$ cat src/rtc_pkg.sv
// rtc_pkg: constants, field layouts and BCD helpers of the calendar clock.
// assumes a 40 MHz clk and byte-wide registers on a plain strobe port.
`default_nettype none
package rtc_pkg;
	localparam int ADDR_W = 4;
	// register indices
	localparam logic [ADDR_W-1:0] REG_CTRL      = 4'h0;
	localparam logic [ADDR_W-1:0] REG_ALARM_CTL = 4'h1;
	localparam logic [ADDR_W-1:0] REG_ALARM_RPT = 4'h2;
	localparam logic [ADDR_W-1:0] REG_YEAR      = 4'h3;
	localparam logic [ADDR_W-1:0] REG_MONTH     = 4'h4;
	localparam logic [ADDR_W-1:0] REG_DAY       = 4'h5;
	localparam logic [ADDR_W-1:0] REG_WDAY      = 4'h6;
	localparam logic [ADDR_W-1:0] REG_HOURS     = 4'h7;
	localparam logic [ADDR_W-1:0] REG_MINUTES   = 4'h8;
	localparam logic [ADDR_W-1:0] REG_SECONDS   = 4'h9;
	localparam logic [ADDR_W-1:0] REG_AL_MONTH  = 4'hA;
	localparam logic [ADDR_W-1:0] REG_AL_DAY    = 4'hB;
	localparam logic [ADDR_W-1:0] REG_AL_WDAY   = 4'hC;
	localparam logic [ADDR_W-1:0] REG_AL_HOURS  = 4'hD;
	localparam logic [ADDR_W-1:0] REG_AL_MIN    = 4'hE;
	localparam logic [ADDR_W-1:0] REG_AL_SEC    = 4'hF;
	// field positions
	localparam int CTRL_RUN_BIT    = 7;
	localparam int CTRL_UNLOCK_BIT = 5;
	localparam int CTRL_SYNC_BIT   = 4;
	localparam int CTRL_HALF_BIT   = 0;
	localparam int AL_ARM_BIT      = 7;
	localparam int AL_CHIME_BIT    = 6;
	localparam int AL_IVL_LSB      = 2;
	// timing
	localparam longint CLK_PERIOD_NS      = 25;
	localparam longint HALF_SEC_NS        = 500000000;
	localparam int HALF_SEC_CYCLES_DEF    = int'(HALF_SEC_NS / CLK_PERIOD_NS);
	localparam int SYNC_WINDOW_CYCLES     = 32;
	// BCD limits
	localparam logic [7:0] SEC_MAX   = 8'h59;
	localparam logic [7:0] MIN_MAX   = 8'h59;
	localparam logic [7:0] HOUR_MAX  = 8'h23;
	localparam logic [7:0] MON_MAX   = 8'h12;
	localparam logic [7:0] YEAR_MAX  = 8'h99;
	localparam logic [7:0] WDAY_MAX  = 8'h06;
	localparam logic [7:0] FIRST_ONE = 8'h01;
	localparam logic [7:0] BCD_ZERO  = 8'h00;
	localparam logic [7:0] RPT_MAX   = 8'hFF;
	// alarm interval codes
	localparam logic [3:0] IVL_HALF = 4'h0;
	localparam logic [3:0] IVL_SEC  = 4'h1;
	localparam logic [3:0] IVL_10S  = 4'h2;
	localparam logic [3:0] IVL_MIN  = 4'h3;
	localparam logic [3:0] IVL_10M  = 4'h4;
	localparam logic [3:0] IVL_HOUR = 4'h5;
	localparam logic [3:0] IVL_DAY  = 4'h6;
	localparam logic [3:0] IVL_WEEK = 4'h7;
	localparam logic [3:0] IVL_MON  = 4'h8;
	localparam logic [3:0] IVL_YEAR = 4'h9;

	typedef struct packed {
		logic [7:0] year;
		logic [7:0] month;
		logic [7:0] day;
		logic [7:0] wday;
		logic [7:0] hour;
		logic [7:0] min;
		logic [7:0] sec;
	} time_s;

	typedef struct packed {
		logic [7:0] month;
		logic [7:0] day;
		logic [7:0] wday;
		logic [7:0] hour;
		logic [7:0] min;
		logic [7:0] sec;
	} alarm_s;

	localparam time_s TIME_RST = '{year: 8'h00, month: 8'h01, day: 8'h01, wday: 8'h00,
		hour: 8'h00, min: 8'h00, sec: 8'h00};
	localparam alarm_s ALARM_RST = '{month: 8'h01, day: 8'h01, wday: 8'h00,
		hour: 8'h00, min: 8'h00, sec: 8'h00};

	function automatic logic [7:0] bcd_inc(input logic [7:0] v);
		if (v[3:0] == 4'h9)
			return {4'(v[7:4] + 4'h1), 4'h0};
		return {v[7:4], 4'(v[3:0] + 4'h1)};
	endfunction

	// years 00..99 of 2000..2099: every fourth year, 2000 included
	function automatic logic is_leap(input logic [7:0] y);
		if (y[4])
			return (y[3:0] == 4'h2) || (y[3:0] == 4'h6);
		return (y[3:0] == 4'h0) || (y[3:0] == 4'h4) || (y[3:0] == 4'h8);
	endfunction

	function automatic logic [7:0] last_day(input logic [7:0] m, input logic [7:0] y);
		case (m)
			8'h02: return is_leap(y) ? 8'h29 : 8'h28;
			8'h04, 8'h06, 8'h09, 8'h11: return 8'h30;
			default: return 8'h31;
		endcase
	endfunction
endpackage
`default_nettype wire

$ cat src/calendar_step.sv
// calendar_step: the calendar one second later, all fields in BCD.
// assumes the input holds legal BCD values; combinational only.
`default_nettype none
module calendar_step (
	input  wire rtc_pkg::time_s cur,
	output rtc_pkg::time_s      nxt
);
	import rtc_pkg::*;
	logic c_min;
	logic c_hr;
	logic c_day;
	logic c_mon;

	always_comb begin
		nxt   = cur;
		c_min = (cur.sec == SEC_MAX);
		c_hr  = c_min && (cur.min == MIN_MAX);
		c_day = c_hr && (cur.hour == HOUR_MAX);
		c_mon = c_day && (cur.day == last_day(cur.month, cur.year));
		nxt.sec = c_min ? BCD_ZERO : bcd_inc(cur.sec);
		if (c_min)
			nxt.min = c_hr ? BCD_ZERO : bcd_inc(cur.min);
		if (c_hr)
			nxt.hour = c_day ? BCD_ZERO : bcd_inc(cur.hour);
		if (c_day) begin
			nxt.day  = c_mon ? FIRST_ONE : bcd_inc(cur.day);
			// wday just runs on; software sets it to match the date
			nxt.wday = (cur.wday == WDAY_MAX) ? BCD_ZERO : 8'(cur.wday + 8'h01);
		end
		if (c_mon)
			nxt.month = (cur.month == MON_MAX) ? FIRST_ONE : bcd_inc(cur.month);
		if (c_mon && cur.month == MON_MAX)
			nxt.year = (cur.year == YEAR_MAX) ? BCD_ZERO : bcd_inc(cur.year);
	end
endmodule // calendar_step
`default_nettype wire

$ cat src/bcd_calendar_clock_alarm.sv
// bcd_calendar_clock_alarm: BCD calendar clock with alarm and register port.
// assumes a single clk domain and a master that strobes one cycle at a time.
// How it works
// - calendar 2000..2099 with automatic leap years
// - hours count 00..23 only
// - half-second bit read-only, cleared by seconds write
// - every time and alarm field held as BCD nibbles; the repeat counter counts in binary
// - time fields writable, counting resumes from them
// - run bit starts counting, an unlocked write of 0 stops it
// - seconds write clears the prescaler
// - written field updates in the write cycle
// - time writes need the unlock bit
// - run bit write ignored while locked
// - time writes allowed whether running or not
// - chime lets repeat counter wrap to FF
// - interval field selects alarm period
// - repeat counter decrements on each alarm above 00; at 00 without chime the alarm disarms instead
//
// Decided for this implementation: the register addresses and the address-and-strobe port.
`default_nettype none
module bcd_calendar_clock_alarm #(
	parameter int HALF_SEC_CYCLES = rtc_pkg::HALF_SEC_CYCLES_DEF
) (
	input  wire logic                       clk,
	input  wire logic                       sys_rst,
	input  wire logic [rtc_pkg::ADDR_W-1:0] reg_addr,
	input  wire logic [7:0]                 reg_wdata,
	input  wire logic                       reg_wr,
	input  wire logic                       reg_rd,
	output logic      [7:0]                 reg_rdata,
	output logic                            seconds_pulse,
	output logic                            alarm_event
);
	import rtc_pkg::*;
	localparam int PW = $clog2(HALF_SEC_CYCLES + 1);
	localparam logic [PW-1:0] PRESC_LAST = PW'(HALF_SEC_CYCLES - 1);
	localparam logic [PW-1:0] SYNC_START = PW'(HALF_SEC_CYCLES - SYNC_WINDOW_CYCLES);

	time_s         now_r, now_nxt, stepped;
	alarm_s        alm_r, alm_nxt;
	logic [PW-1:0] presc_r, presc_nxt;
	logic          half_r, half_nxt;
	logic          run_r, run_nxt;
	logic          unlock_r, unlock_nxt;
	logic          arm_r, arm_nxt;
	logic          chime_r, chime_nxt;
	logic [3:0]    ivl_r, ivl_nxt;
	logic [7:0]    rpt_r, rpt_nxt;
	logic [7:0]    rdata_r, rdata_nxt;
	logic          sec_pulse_r, sec_pulse_nxt;
	logic          evt_r, evt_nxt;
	logic          tick;
	logic          sec_tick;
	logic          wr_time;
	logic          sync;

	calendar_step u_step (
		.cur (now_r),
		.nxt (stepped)
	);

	function automatic logic alarm_match(input logic [3:0] ivl, input time_s t,
		input alarm_s a);
		logic hms;
		hms = (t.hour == a.hour) && (t.min == a.min) && (t.sec == a.sec);
		case (ivl)
			IVL_SEC:  return 1'b1;
			IVL_10S:  return t.sec[3:0] == a.sec[3:0];
			IVL_MIN:  return t.sec == a.sec;
			IVL_10M:  return (t.min[3:0] == a.min[3:0]) && (t.sec == a.sec);
			IVL_HOUR: return (t.min == a.min) && (t.sec == a.sec);
			IVL_DAY:  return hms;
			IVL_WEEK: return hms && (t.wday == a.wday);
			IVL_MON:  return hms && (t.day == a.day);
			IVL_YEAR: return hms && (t.day == a.day) && (t.month == a.month);
			default:  return 1'b0; // reserved codes never fire
		endcase
	endfunction

	assign tick     = run_r && (presc_r == PRESC_LAST);
	assign sec_tick = tick && half_r;
	// run state is not consulted: writes go through stopped or running
	assign wr_time  = reg_wr && unlock_r && (reg_addr >= REG_YEAR) && (reg_addr <= REG_SECONDS);
	// warns software that a seconds increment is a few cycles away
	assign sync     = run_r && half_r && (presc_r >= SYNC_START);

	// time, prescaler and control bits
	always_comb begin
		now_nxt    = sec_tick ? stepped : now_r;
		presc_nxt  = presc_r;
		half_nxt   = half_r;
		run_nxt    = run_r;
		unlock_nxt = unlock_r;
		if (run_r) begin
			presc_nxt = tick ? '0 : PW'(presc_r + 1'b1);
			half_nxt  = tick ? ~half_r : half_r;
		end
		if (reg_wr && reg_addr == REG_CTRL) begin
			unlock_nxt = reg_wdata[CTRL_UNLOCK_BIT];
			if (unlock_r)
				run_nxt = reg_wdata[CTRL_RUN_BIT];
		end
		if (wr_time) begin
			// the written field lands this edge; the others keep counting
			if (reg_addr == REG_YEAR)
				now_nxt.year = reg_wdata;
			else if (reg_addr == REG_MONTH)
				now_nxt.month = reg_wdata;
			else if (reg_addr == REG_DAY)
				now_nxt.day = reg_wdata;
			else if (reg_addr == REG_WDAY)
				now_nxt.wday = reg_wdata;
			else if (reg_addr == REG_HOURS)
				now_nxt.hour = reg_wdata;
			else if (reg_addr == REG_MINUTES)
				now_nxt.min = reg_wdata;
			else if (reg_addr == REG_SECONDS) begin
				now_nxt.sec = reg_wdata;
				presc_nxt   = '0;
				half_nxt    = 1'b0;
			end
		end
	end

	always_ff @(posedge clk) begin
		if (sys_rst) begin
			now_r    <= TIME_RST;
			presc_r  <= '0;
			half_r   <= 1'b0;
			run_r    <= 1'b0;
			unlock_r <= 1'b0;
		end else begin
			now_r    <= now_nxt;
			presc_r  <= presc_nxt;
			half_r   <= half_nxt;
			run_r    <= run_nxt;
			unlock_r <= unlock_nxt;
		end
	end

	// alarm: compared against the time as it will stand after this tick
	always_comb begin
		alm_nxt   = alm_r;
		arm_nxt   = arm_r;
		chime_nxt = chime_r;
		ivl_nxt   = ivl_r;
		rpt_nxt   = rpt_r;
		evt_nxt   = arm_r && ((ivl_r == IVL_HALF) ? tick
			: (sec_tick && alarm_match(ivl_r, stepped, alm_r)));
		if (evt_nxt) begin
			if (rpt_r != BCD_ZERO)
				rpt_nxt = 8'(rpt_r - 8'h01);
			else if (chime_r)
				rpt_nxt = RPT_MAX;
			else
				arm_nxt = 1'b0;
		end
		// a software write in the same cycle wins over the hardware update
		if (reg_wr && reg_addr == REG_ALARM_CTL) begin
			arm_nxt   = reg_wdata[AL_ARM_BIT];
			chime_nxt = reg_wdata[AL_CHIME_BIT];
			ivl_nxt   = reg_wdata[AL_IVL_LSB +: 4];
		end else if (reg_wr && reg_addr == REG_ALARM_RPT)
			rpt_nxt = reg_wdata;
		else if (reg_wr && reg_addr == REG_AL_MONTH)
			alm_nxt.month = reg_wdata;
		else if (reg_wr && reg_addr == REG_AL_DAY)
			alm_nxt.day = reg_wdata;
		else if (reg_wr && reg_addr == REG_AL_WDAY)
			alm_nxt.wday = reg_wdata;
		else if (reg_wr && reg_addr == REG_AL_HOURS)
			alm_nxt.hour = reg_wdata;
		else if (reg_wr && reg_addr == REG_AL_MIN)
			alm_nxt.min = reg_wdata;
		else if (reg_wr && reg_addr == REG_AL_SEC)
			alm_nxt.sec = reg_wdata;
	end

	always_ff @(posedge clk) begin
		if (sys_rst) begin
			alm_r   <= ALARM_RST;
			arm_r   <= 1'b0;
			chime_r <= 1'b0;
			ivl_r   <= IVL_HALF;
			rpt_r   <= BCD_ZERO;
			evt_r   <= 1'b0;
		end else begin
			alm_r   <= alm_nxt;
			arm_r   <= arm_nxt;
			chime_r <= chime_nxt;
			ivl_r   <= ivl_nxt;
			rpt_r   <= rpt_nxt;
			evt_r   <= evt_nxt;
		end
	end

	// read port: data valid only in the cycle after the strobe
	always_comb begin
		rdata_nxt     = 8'h00;
		sec_pulse_nxt = sec_tick;
		if (!reg_rd)
			rdata_nxt = 8'h00;
		else if (reg_addr == REG_CTRL) begin
			rdata_nxt[CTRL_RUN_BIT]    = run_r;
			rdata_nxt[CTRL_UNLOCK_BIT] = unlock_r;
			rdata_nxt[CTRL_SYNC_BIT]   = sync;
			rdata_nxt[CTRL_HALF_BIT]   = half_r;
		end else if (reg_addr == REG_ALARM_CTL) begin
			rdata_nxt[AL_ARM_BIT]         = arm_r;
			rdata_nxt[AL_CHIME_BIT]       = chime_r;
			rdata_nxt[AL_IVL_LSB +: 4]    = ivl_r;
		end else if (reg_addr == REG_ALARM_RPT)
			rdata_nxt = rpt_r;
		else if (reg_addr == REG_YEAR)
			rdata_nxt = now_r.year;
		else if (reg_addr == REG_MONTH)
			rdata_nxt = now_r.month;
		else if (reg_addr == REG_DAY)
			rdata_nxt = now_r.day;
		else if (reg_addr == REG_WDAY)
			rdata_nxt = now_r.wday;
		else if (reg_addr == REG_HOURS)
			rdata_nxt = now_r.hour;
		else if (reg_addr == REG_MINUTES)
			rdata_nxt = now_r.min;
		else if (reg_addr == REG_SECONDS)
			rdata_nxt = now_r.sec;
		else if (reg_addr == REG_AL_MONTH)
			rdata_nxt = alm_r.month;
		else if (reg_addr == REG_AL_DAY)
			rdata_nxt = alm_r.day;
		else if (reg_addr == REG_AL_WDAY)
			rdata_nxt = alm_r.wday;
		else if (reg_addr == REG_AL_HOURS)
			rdata_nxt = alm_r.hour;
		else if (reg_addr == REG_AL_MIN)
			rdata_nxt = alm_r.min;
		else
			rdata_nxt = alm_r.sec;
	end

	always_ff @(posedge clk) begin
		if (sys_rst) begin
			rdata_r     <= 8'h00;
			sec_pulse_r <= 1'b0;
		end else begin
			rdata_r     <= rdata_nxt;
			sec_pulse_r <= sec_pulse_nxt;
		end
	end

	assign reg_rdata     = rdata_r;
	assign seconds_pulse = sec_pulse_r;
	assign alarm_event   = evt_r;
endmodule // bcd_calendar_clock_alarm
`default_nettype wire

$ cat config.mk
export PLATFORM = sky130hd
export DESIGN_NAME = bcd_calendar_clock_alarm
export DESIGN_NICKNAME = d
export VERILOG_FILES = /design/src/rtc_pkg.sv /design/src/calendar_step.sv /design/src/bcd_calendar_clock_alarm.sv
export SDC_FILE = /design/constraint.sdc
export NUM_CORES = 1
export LEC_CHECK = 0
export ABC_AREA = 1
export BUFFER_PORTS_ARGS = -buffer_cell sky130_fd_sc_hd__buf_2
export CORE_ASPECT_RATIO = 1.4
export CORE_MARGIN = 2
export CORE_UTILIZATION = 35
export DETAILED_ROUTE_END_ITERATION = 6
export SLEW_MARGIN = 20
export SYNTH_ARGS = -nofsm -noshare
export SYNTH_HDL_FRONTEND = slang
export SYNTH_SLANG_ARGS = --single-unit
$ cat constraint.sdc
create_clock -name clk -period 3.1 [get_ports clk]
set_clock_uncertainty 0.1 [all_clocks]
set_input_delay 0.31 -clock clk [delete_from_list [all_inputs] [get_ports clk]]
set_output_delay 0.31 -clock clk [all_outputs]
set_load 0.02 [all_outputs]
[After elaboration in Yosys (flattened, before gate mapping)]
Cells that the tools add are included.
Word-level totals
  bits in writable memories: 0
  bits in latches: 0
  input bits: 16
  memories kept: 0
  bits in registers: 156
  output and inout port bits: 10
  ROM bits: 0
  logic and storage cells: 265
Cells by class
  equal/unequal tests: 57
  add/subtract/negate cells: 15
  shift operators: 0
  bitwise gates (word level): 9
  reduce and logical (&&, ||, !) cells: 49
  multiply operators: 0
  mux-type cells: 106
  $lt $le $gt $ge: 3
  divide/modulo/power cells: 0
Operators by type and width (number)
  two-way mux 8 bit: 49
  two-way mux 25 bit: 10
  two-way mux 56 bit: 2
  equality test 4 bit (second input constant): 17
  equality test 8 bit: 7
  adder 4 x 1 -> 4 bit (second input constant): 12
  two-way mux 48 bit: 1
  equality test 4 x 3 -> 1 bit (second input constant): 10
  two-way mux 40 bit: 1
  two-way mux 1 bit: 35
  two-way mux 16 bit: 2
  two-way mux 32 bit: 1
  logical AND 1 bit: 29
  adder 25 x 1 -> 25 bit (second input constant): 1
  equality test 25 bit (second input constant): 1
  >= comparator 25 bit (second input constant): 1
  equality test 8 x 3 -> 1 bit (second input constant): 3
  two-way mux 24 bit: 1
  equality test 4 x 2 -> 1 bit (second input constant): 5
  equality test 8 x 5 -> 1 bit (second input constant): 2
  equality test 8 x 7 -> 1 bit (second input constant): 2
  case mux 8 bit (2 select lines): 1
  logical NOT 4 bit: 3
  NOT 1 bit: 9
  27 further kinds: 34

[Depth between registers and ports, before layout]
Gate-level depths: netlist of the first run.
  depth after elaboration: 23
  mapped depth: 30

[By module]
From an unflattened synthesis of the first run, not the netlist that was laid out.
Second synthesis, totals
  cell total of the unflattened synthesis: 1685
  area, all modules: 10603.9 µm²
By module, submodules not included
  bcd_calendar_clock_alarm: area an instance 8685.8 µm², instances 1, cells each 1333
  calendar_step: area an instance 1918.1 µm², instances 1, cells each 352

[Least setup slack after synthesis of the first run]
No wires, ideal clock.
  kind: register -> register
  from: reg now_r[0] (netlist name)
  to: reg rpt_r[4]
  clock period less this slack: 2.840 ns
  path buffers: 1
  data required time: 2.891 ns
  setup slack: 0.260 ns
  arrival time: 2.631 ns
  stages on the path, launching flop included: 25
  library setup time: 0.109 ns
  path through: dfxtp_1 -> ha_1 -> nand3_4 -> nor2_4 -> nand3_4 -> nor2_4 -> nand3_2 -> nor2_4 -> nand2_2 -> buf_6 -> nand3_1 -> xor2_1 -> nand4_1 -> nor2_1 -> nand2_1 -> nor2_1 -> nand2_1 -> nand2_1 -> nand2_1 -> nand2_4 -> nand2_4 -> nand2_1 -> nand3_1 -> nand2_1 -> inv_1
Between the ends
  cells in the longest elaborated chain, start to end: 17
  elaborated cells between the ends (all ways): 38
Ends and longest elaborated chain
  start: declaration: line bcd_calendar_clock_alarm.sv:39  | time_s now_r, now_nxt, stepped;
  start signal: assignment: line bcd_calendar_clock_alarm.sv:133  | now_r <= now_nxt;
  equality test 8 x 7 -> 1 bit: line calendar_step.sv:16  | c_min = (cur.sec == SEC_MAX);
  logical AND 1 bit: line calendar_step.sv:17  | c_hr = c_min && (cur.min == MIN_MAX);
  logical AND 1 bit: line calendar_step.sv:18  | c_day = c_hr && (cur.hour == HOUR_MAX);
  two-way mux 8 bit: line calendar_step.sv:24  | nxt.hour = c_day ? BCD_ZERO : bcd_inc(cur.hour);
  two-way mux 8 bit: line calendar_step.sv:23  | if (c_hr)
  equality test 8 bit: line bcd_calendar_clock_alarm.sv:65  | hms = (t.hour == a.hour) && (t.min == a.min) && (t.sec == a.sec);
  logical AND 1 bit (2 in a row): line bcd_calendar_clock_alarm.sv:65
  logical AND 1 bit: line bcd_calendar_clock_alarm.sv:74, bcd_calendar_clock_alarm.sv:75
  logical AND 1 bit: line bcd_calendar_clock_alarm.sv:75  | IVL_YEAR: return hms && (t.day == a.day) && (t.month == a.month);
  case mux 1 bit (9 select lines) (*): line bcd_calendar_clock_alarm.sv:66  | case (ivl)
  logical AND 1 bit (*): line bcd_calendar_clock_alarm.sv:149  | : (sec_tick && alarm_match(ivl_r, stepped, alm_r)));
  two-way mux 1 bit (*): line bcd_calendar_clock_alarm.sv:148  | evt_nxt = arm_r && ((ivl_r == IVL_HALF) ? tick
  logical AND 1 bit (*): line bcd_calendar_clock_alarm.sv:148
  two-way mux 8 bit (*): line bcd_calendar_clock_alarm.sv:150  | if (evt_nxt) begin
  two-way mux 8 bit: line bcd_calendar_clock_alarm.sv:163  | end else if (reg_wr && reg_addr == REG_ALARM_RPT)
  two-way mux 8 bit (*): line bcd_calendar_clock_alarm.sv:159  | if (reg_wr && reg_addr == REG_ALARM_CTL) begin
  end signal: assignment: line bcd_calendar_clock_alarm.sv:192  | rpt_r <= rpt_nxt;
  end: declaration: line bcd_calendar_clock_alarm.sv:48  | logic [7:0] rpt_r, rpt_nxt;
Mark *: on every way between the ends. The rest lies on a longest branch, timed or not.
A chain may end at the register's enable or synchronous reset.

[Worst setup path in the final report of the first run]
  from: reg now_r[9] (netlist name)
  to: reg rpt_r[0]
Between the ends
  cells in the longest elaborated chain, start to end: 18
  elaborated cells between the ends (all ways): 36
Ends and longest elaborated chain
  equality test 4 bit: line rtc_pkg.sv:83  | if (v[3:0] == 4'h9)
  two-way mux 1 bit: line rtc_pkg.sv:83
  two-way mux 1 bit: line calendar_step.sv:21  | if (c_min)
  two-way mux 8 bit: line rtc_pkg.sv:85  | return {v[7:4], 4'(v[3:0] + 4'h1)};
  two-way mux 8 bit: line calendar_step.sv:22  | nxt.min = c_hr ? BCD_ZERO : bcd_inc(cur.min);
  two-way mux 8 bit: line calendar_step.sv:21
  equality test 8 bit: line bcd_calendar_clock_alarm.sv:65, bcd_calendar_clock_alarm.sv:71
  logical AND 1 bit (2 in a row): line bcd_calendar_clock_alarm.sv:65
  logical AND 1 bit: line bcd_calendar_clock_alarm.sv:74, bcd_calendar_clock_alarm.sv:75
  logical AND 1 bit: line bcd_calendar_clock_alarm.sv:75
  case mux 1 bit (9 select lines) (*): line bcd_calendar_clock_alarm.sv:66
  logical AND 1 bit (*): line bcd_calendar_clock_alarm.sv:149
  two-way mux 1 bit (*): line bcd_calendar_clock_alarm.sv:148
  logical AND 1 bit (*): line bcd_calendar_clock_alarm.sv:148
  two-way mux 8 bit (*): line bcd_calendar_clock_alarm.sv:150
  two-way mux 8 bit: line bcd_calendar_clock_alarm.sv:163
  two-way mux 8 bit (*): line bcd_calendar_clock_alarm.sv:159
Mark *: on every way between the ends. The rest lies on a longest branch, timed or not. The select of a mux whose other input is x is not followed.

==> qor.yml, run 1 <==
run_status:
  status: "finished, violations left"
  violations: "setup timing"
drt:
  routedWlPerCell_um: 18.3
  top_layer: "met4"
  postRouteAntennaNets: 0
  wl_met2_mm: 20.7
  vias: 11911
  dr.pass1.iters: 6
  drcViolationCount: 0
  met1_length_mm: 16.2
  drt-initial-drc-count: 918
  dr_wl_met3_mm: 2.25
  via_per_inst: 5.33
  wl_mm: 40.8
global_route:
  grt_overflow: 0
  grt_pass1_wl_mm: 61.9
  grt_use_total_pct: 26.2
  grt_pass1_vias: 11152
  antenna_found_initial: 0
  grt_max_degree: 56
setup_path:
  worst-path-max-fanout: 6
  crit_path_frequent_cell: "nand2_1"
  cp.arrival_ns: 3.59
  worstSetupEndpointType: "register"
  setup.worst_path.start_class: "register"
  worstPathRequired_ns: 3.36
  cp_slowest_cell: "dfxtp_2"
  criticalPathCategory: "register to register"
  max_stage_delay_ns: 0.32
floorplanning:
  initial_core_util_pct: 35.5
  row_count: 74
  dieArea_sq_um: 30900
  die_w_um: 149
  core_sq_um: 29100
  die_h_um: 207
  ios: 26
synth:
  synth.cells.most_frequent: "nand2_1 (359), inv_1 (226), o21ai_0 (174)"
  synthTopCellsByArea: "dfxtp_1 (30%), nand2_1 (13%), o21ai_0 (8.4%)"
  syn-num-nets: 1676
  yosysMostFrequentCell: "nand2_1"
  avgSynthCellArea_sq_um: 6.32
  synth_area_sq_um: 10300
  synth_ff_type: "dfxtp_1"
  synth_edf_count: 0
  yosysUniqueCellTypes: 47
  async_flop_share_pct: 0
  yosys_warnings: 0
  yosysSeqAreaShare_pct: 30.2
  synth_top_area_cell: "dfxtp_1"
  ys_ff_latch: 156
  syn_inst: 1633
  yosysTopAreaCellShare_pct: 30.2
cells_and_area:
  nFillCells: 3044
  layout-drive-gt1-share_pct: 19.1
  area_delta_synth_final_pct: 28.4
  diodes: 0
  fin_cells: 2233
  final_nets: 1883
  fin_area_sq_um: 13300
place:
  numPortBuffers: 25
  dp_slack_ns: -0.421
  gp_congestion: 1.01
  dpl.cell_count: 2190
  dp_hpwl_mm: 31.4
  dpl_cell_area_sq_um: 12300
power:
  power_density_nw_per_um2: 353
  peakVddDrop_mv: 0.309
  power_mw: 4.68
  power.leakage_nw: 5.69
sta:
  max_slew_margin_pct: 44.0
  period_share_pct: 107
  final-setup-viol-count: 10
  hold_viol_final: 0
  worst_pin_slew_ns: 0.838
  rsz0062_at_grt: "yes"
  period_minus_slack_ns: 3.33
  fmax_ghz: 0.300
  worst_hold_slack_ns: 0.0945
  drv_slew: 0
  fin_ws_ns: -0.230
clock_tree:
  worstSkewPairLatency_ns: 0.45
  cts_root_buf: "clkbuf_16"
  cts_tree: "built"
  cts_hold_buffers: 0
  cts_max_level: 4
  cts_buffers: 17
  clkTransAtPathRegs_ns: 0.07
  cts_sinks: 156
  cts.path.max_buffers: 2
job:
  cap_viol_max_count: 0
hold_path:
  hold_path_class: "input port to register"
## placed cells by master, fill, tap and decap left out, types with 28 or more instances in the layout
cell type	Yosys	routed
nand2_1	359	347
xor2_1	33	31
o21ai_0	174	166
nand4_1	28	28
a21oi_1	130	128
dfxtp_1	156	150
nand3_1	127	116
buf_4	1	195
inv_1	226	220
nor2_1	153	140
## logic make-up (layout without fill, tap and decap cells)
logic type,Yosys count,in the layout,synth area share (%)
buf+inv,279,497,10.3
xor+xnor,34,34,2.88
simple gates,731,733,30.8
compound gates,406,406,22.5
flops,156,156,30.2
fa+ha+maj,27,27,3.27
## registers in the layout, indices dropped and copies added, names as in the netlist, 4 cells and up
| name | cells |
|---|---|
| alm_r | 48 |
| presc_r | 25 |
| ivl_r | 4 |
| rpt_r | 8 |
| reg_rdata | 8 |
| now_r | 56 |
## critical path, delay by kind of cell, from the launching register on
family / cells / cell delay (ns)
adders and majority gates: 1 / 0.12
and+or+nand+nor: 16 / 1.54
buffers and inverters: 8 / 0.76
DFF: 1 / 0.32
xor gates and xnor gates: 1 / 0.14
AOI/OAI and AO/OA: 2 / 0.26
## layout make-up
cell class / count / area, sq um / share of cell area, %
sequential: 156 / 3130 / 23.6
multi-input combinational: 1200 / 6440 / 48.6
clock buffer: 21 / 450 / 3.40
inverter: 235 / 885 / 6.67
tap: 380 / 475 / 3.59
clock inverter: 11 / 134 / 1.01
timing repair buffer: 230 / 1740 / 13.1
## per-stage QoR
step,TNS [ns],util (%)
4_1_cts,-1.37,44.8
6_report,-1.72,45.6
3_5_place_dp,-3.88,42.2
2_1_floorplan,0,-
5_1_grt,-3.47,45.6
3_3_place_gp,-3.83,42.2
## power by group
group | total (mW) | internal, mW | switching (mW)
clock network | 2.15 | 1.22 | 0.931
registers | 2.05 | 2.03 | 0.0220
logic | 0.478 | 0.142 | 0.336
## metal layers
layer | vias up | track usage (%)
met5 | - | 0
met4 | 0 | 11.0
met3 | 90 | 3.41
met2 | 419 | 46.6
met1 | 5520 | 31.3
li1 | 5882 | -
## timing repair
item	in CTS	in global routing
gates resized for setup	38	56
setup endpoints to repair	10	13
setup buffers	5	4
endpoints found under the hold margin	0	0
cloned	2	0
pin swaps	26	28
## path summary, 6_finish.rpt
path | from | end | slack [ns] | depth (start not counted)
worst max register to register | now_r[9] | rpt_r[0] | -0.23 | 28
worst min register to register | alm_r[12] | alm_r[12] | 0.38 | 2
worst min-delay path | reg_rd | reg_rdata[0] | 0.09 | 3
worst max-delay path | now_r[9] | rpt_r[0] | -0.23 | 28
(Power assumes the default switching activity.)
==> inputs of run 2 (changes only) <==
--- a/config.mk
+++ b/config.mk
@@ -11,6 +11,7 @@
 export CORE_MARGIN = 2
 export CORE_UTILIZATION = 35
 export DETAILED_ROUTE_END_ITERATION = 6
+export MAX_ROUTING_LAYER = met4
 export SLEW_MARGIN = 20
 export SYNTH_ARGS = -nofsm -noshare
 export SYNTH_HDL_FRONTEND = slang
==> qor.yml, run 2 (synthesis results as in run 1) <==
cells_and_area:
  layout_common_cells: "nand2_1 (340), inv_1 (221), buf_4 (196)"
  layout_commonest_cell: "nand2_1"
  largest_register: "now_r"
  fin_cells: 2231
  largestRegisters: "now_r (56), alm_r (48), presc_r (25)"
  nFillCells: 3058
  area_delta_synth_final_pct: 28.1
  largest_reg_flops: 56
  layout-drive-gt1-share_pct: 19.2
  fin_area_sq_um: 13200
  final_util_pct: 45.5
  diodes: 0
  final_nets: 1882
global_route:
  busiest_layer: "met2"
  grtUsageMet1_pct: 32.1
  grt_pass1_wl_mm: 63.2
  grt_overflow: 0
  grt_use_total_pct: 27.5
  grt_pass1_vias: 11394
  grtUsageMet3_pct: 4.02
  grt_max_degree: 56
  antenna_found_initial: 0
  met2_usage_pct: 46.1
clock_tree:
  cts_tree: "built"
  cts_buffers: 17
  clkTransAtPathRegs_ns: 0.07
  cts_max_level: 4
  cts_sinks: 156
  cts.path.max_buffers: 2
  worstSkewPairLatency_ns: 0.44
  cts_root_buf: "clkbuf_16"
power:
  switchingPower_mw: 1.27
  power.leakage_nw: 5.71
  power_frac_clock_pct: 46.2
  peakVddDrop_mv: 0.241
  internal_power_mw: 3.44
  p_comb_share_pct: 10.1
  power_density_nw_per_um2: 355
  p_sw_share_pct: 26.9
  power_mw: 4.70
  seq_power_share_pct: 43.6
sta:
  hold_viol_final: 0
  period_share_pct: 105
  period_minus_slack_ns: 3.26
  worst_pin_slew_ns: 0.827
  drv_slew: 0
  rsz0062_at_grt: "yes"
  fmax_ghz: 0.307
  final-setup-viol-count: 10
  fin_ws_ns: -0.161
  max_slew_margin_pct: 44.7
  setup_tns_ns: -1.35
  worst_hold_slack_ns: 0.0907
setup_path:
  cp.arrival_ns: 3.50
  criticalPathCategory: "register to register"
  rr_worst_depth: 25
  startpoint: "now_r[1]"
  worstPathRequired_ns: 3.34
  r2r-start: "now_r[1]"
  ff2ff_setup_slack_ns: -0.16
  r2r_end: "rpt_r[6]"
  worst-path-max-fanout: 6
  cp-endpoint: "rpt_r[6]"
  setup.worst_path.start_class: "register"
  worstSetupEndpointType: "register"
job:
  cap_viol_max_count: 0
drt:
  dr.pass1.iters: 6
  drcViolationCount: 0
  routedWlPerCell_um: 18.4
  vias: 12067
  postRouteAntennaNets: 0
  drt-initial-drc-count: 873
  via_per_inst: 5.41
  wl_mm: 41.1
hold_path:
  hold_path_class: "input port to register"
run_status:
  status: "finished, violations left"
  violations: "setup timing"
place:
  dp_hpwl_mm: 31.4
  dpl_cell_area_sq_um: 12200
  dpl.cell_count: 2188
  numPortBuffers: 25
  dp_slack_ns: -0.405
  gp_congestion: 1.05
floorplanning:
  die_w_um: 149
  row_count: 74
  ios: 26
  initial_core_util_pct: 35.5
  core_sq_um: 29100
  die_h_um: 207
  dieArea_sq_um: 30900
## run 2: changes by cell type in the layout (fill, tap and decap cells not counted), moves of 4 or more
cell and delta:
nand2_1 -7, nand2_2 +9, nand2_4 -4, nor2_4 -4
## run 2: final cells by class
type / count / area [sq um] / area share, %
multi-input combinational: 1200 / 6430 / 48.6
sequential: 156 / 3130 / 23.7
timing repair buffer: 229 / 1720 / 13.0
inverter: 235 / 882 / 6.67
tap: 380 / 475 / 3.60
clock buffer: 21 / 440 / 3.33
clock inverter: 10 / 141 / 1.07
## run 2: power by group through the flow
stage | registers, mW | logic (mW) | clock network, mW
after global routing | 2.05 | 0.523 | 2.28
after global placement | 2.10 | 0.451 | 0
final | 2.05 | 0.477 | 2.17
after CTS | 2.05 | 0.461 | 2.19
after detailed placement | 2.10 | 0.450 | 0
after floorplan | 2.10 | 0.254 | 0
## run 2: what timing repair did
| item | CTS | global route |
|---|---|---|
| hold buffers | 0 | 0 |
| setup buffers | 7 | 3 |
| pin swaps | 17 | 13 |
| resized for setup | 50 | 37 |
| setup endpoints to repair | 11 | 15 |
| cloned | 2 | 0 |
## run 2: layer usage
metal	share of wire (%)	vias to the layer above	routed length (um)
li1	-	5880	-
met1	39	5604	16200
met2	49	470	20300
met3	6.4	113	2610
met4	4.9	0	2000
met5	0	-	0
## run 2: critical path, stage by stage (launching register included)
cell     delay [ns]
dfxtp_2        0.33
inv_2          0.08
ha_4           0.15
nand3_4        0.07
nor2_4         0.16
nand3_4        0.18
inv_2          0.12
buf_4          0.15
nand3_1        0.07
o21ai_1        0.16
xor2_1         0.24
nand3_1        0.14
nor2_2         0.15
nand3_4        0.11
nor2_4         0.11
nand2_1        0.05
nor2_1         0.09
nand2_1        0.07
nand2_2        0.09
nand2_4        0.08
nand2_8        0.12
nand2_8        0.07
nand2_2        0.09
nand3_2        0.06
nand2_1        0.07
inv_1          0.03
## run 2: worst min-delay path by stage
stage / to / startpoint / depth (start not counted)
final: reg_rdata[0] / reg_rd / 3
after global routing: reg_rdata[0] / reg_rd / 3
after CTS: reg_rdata[0] / reg_rd / 3
after floorplan: alm_r[40] / reg_wdata[0] / 2
after detailed placement: alm_r[9] / alm_r[9] / 2
after global placement: presc_r[18] / presc_r[18] / 2
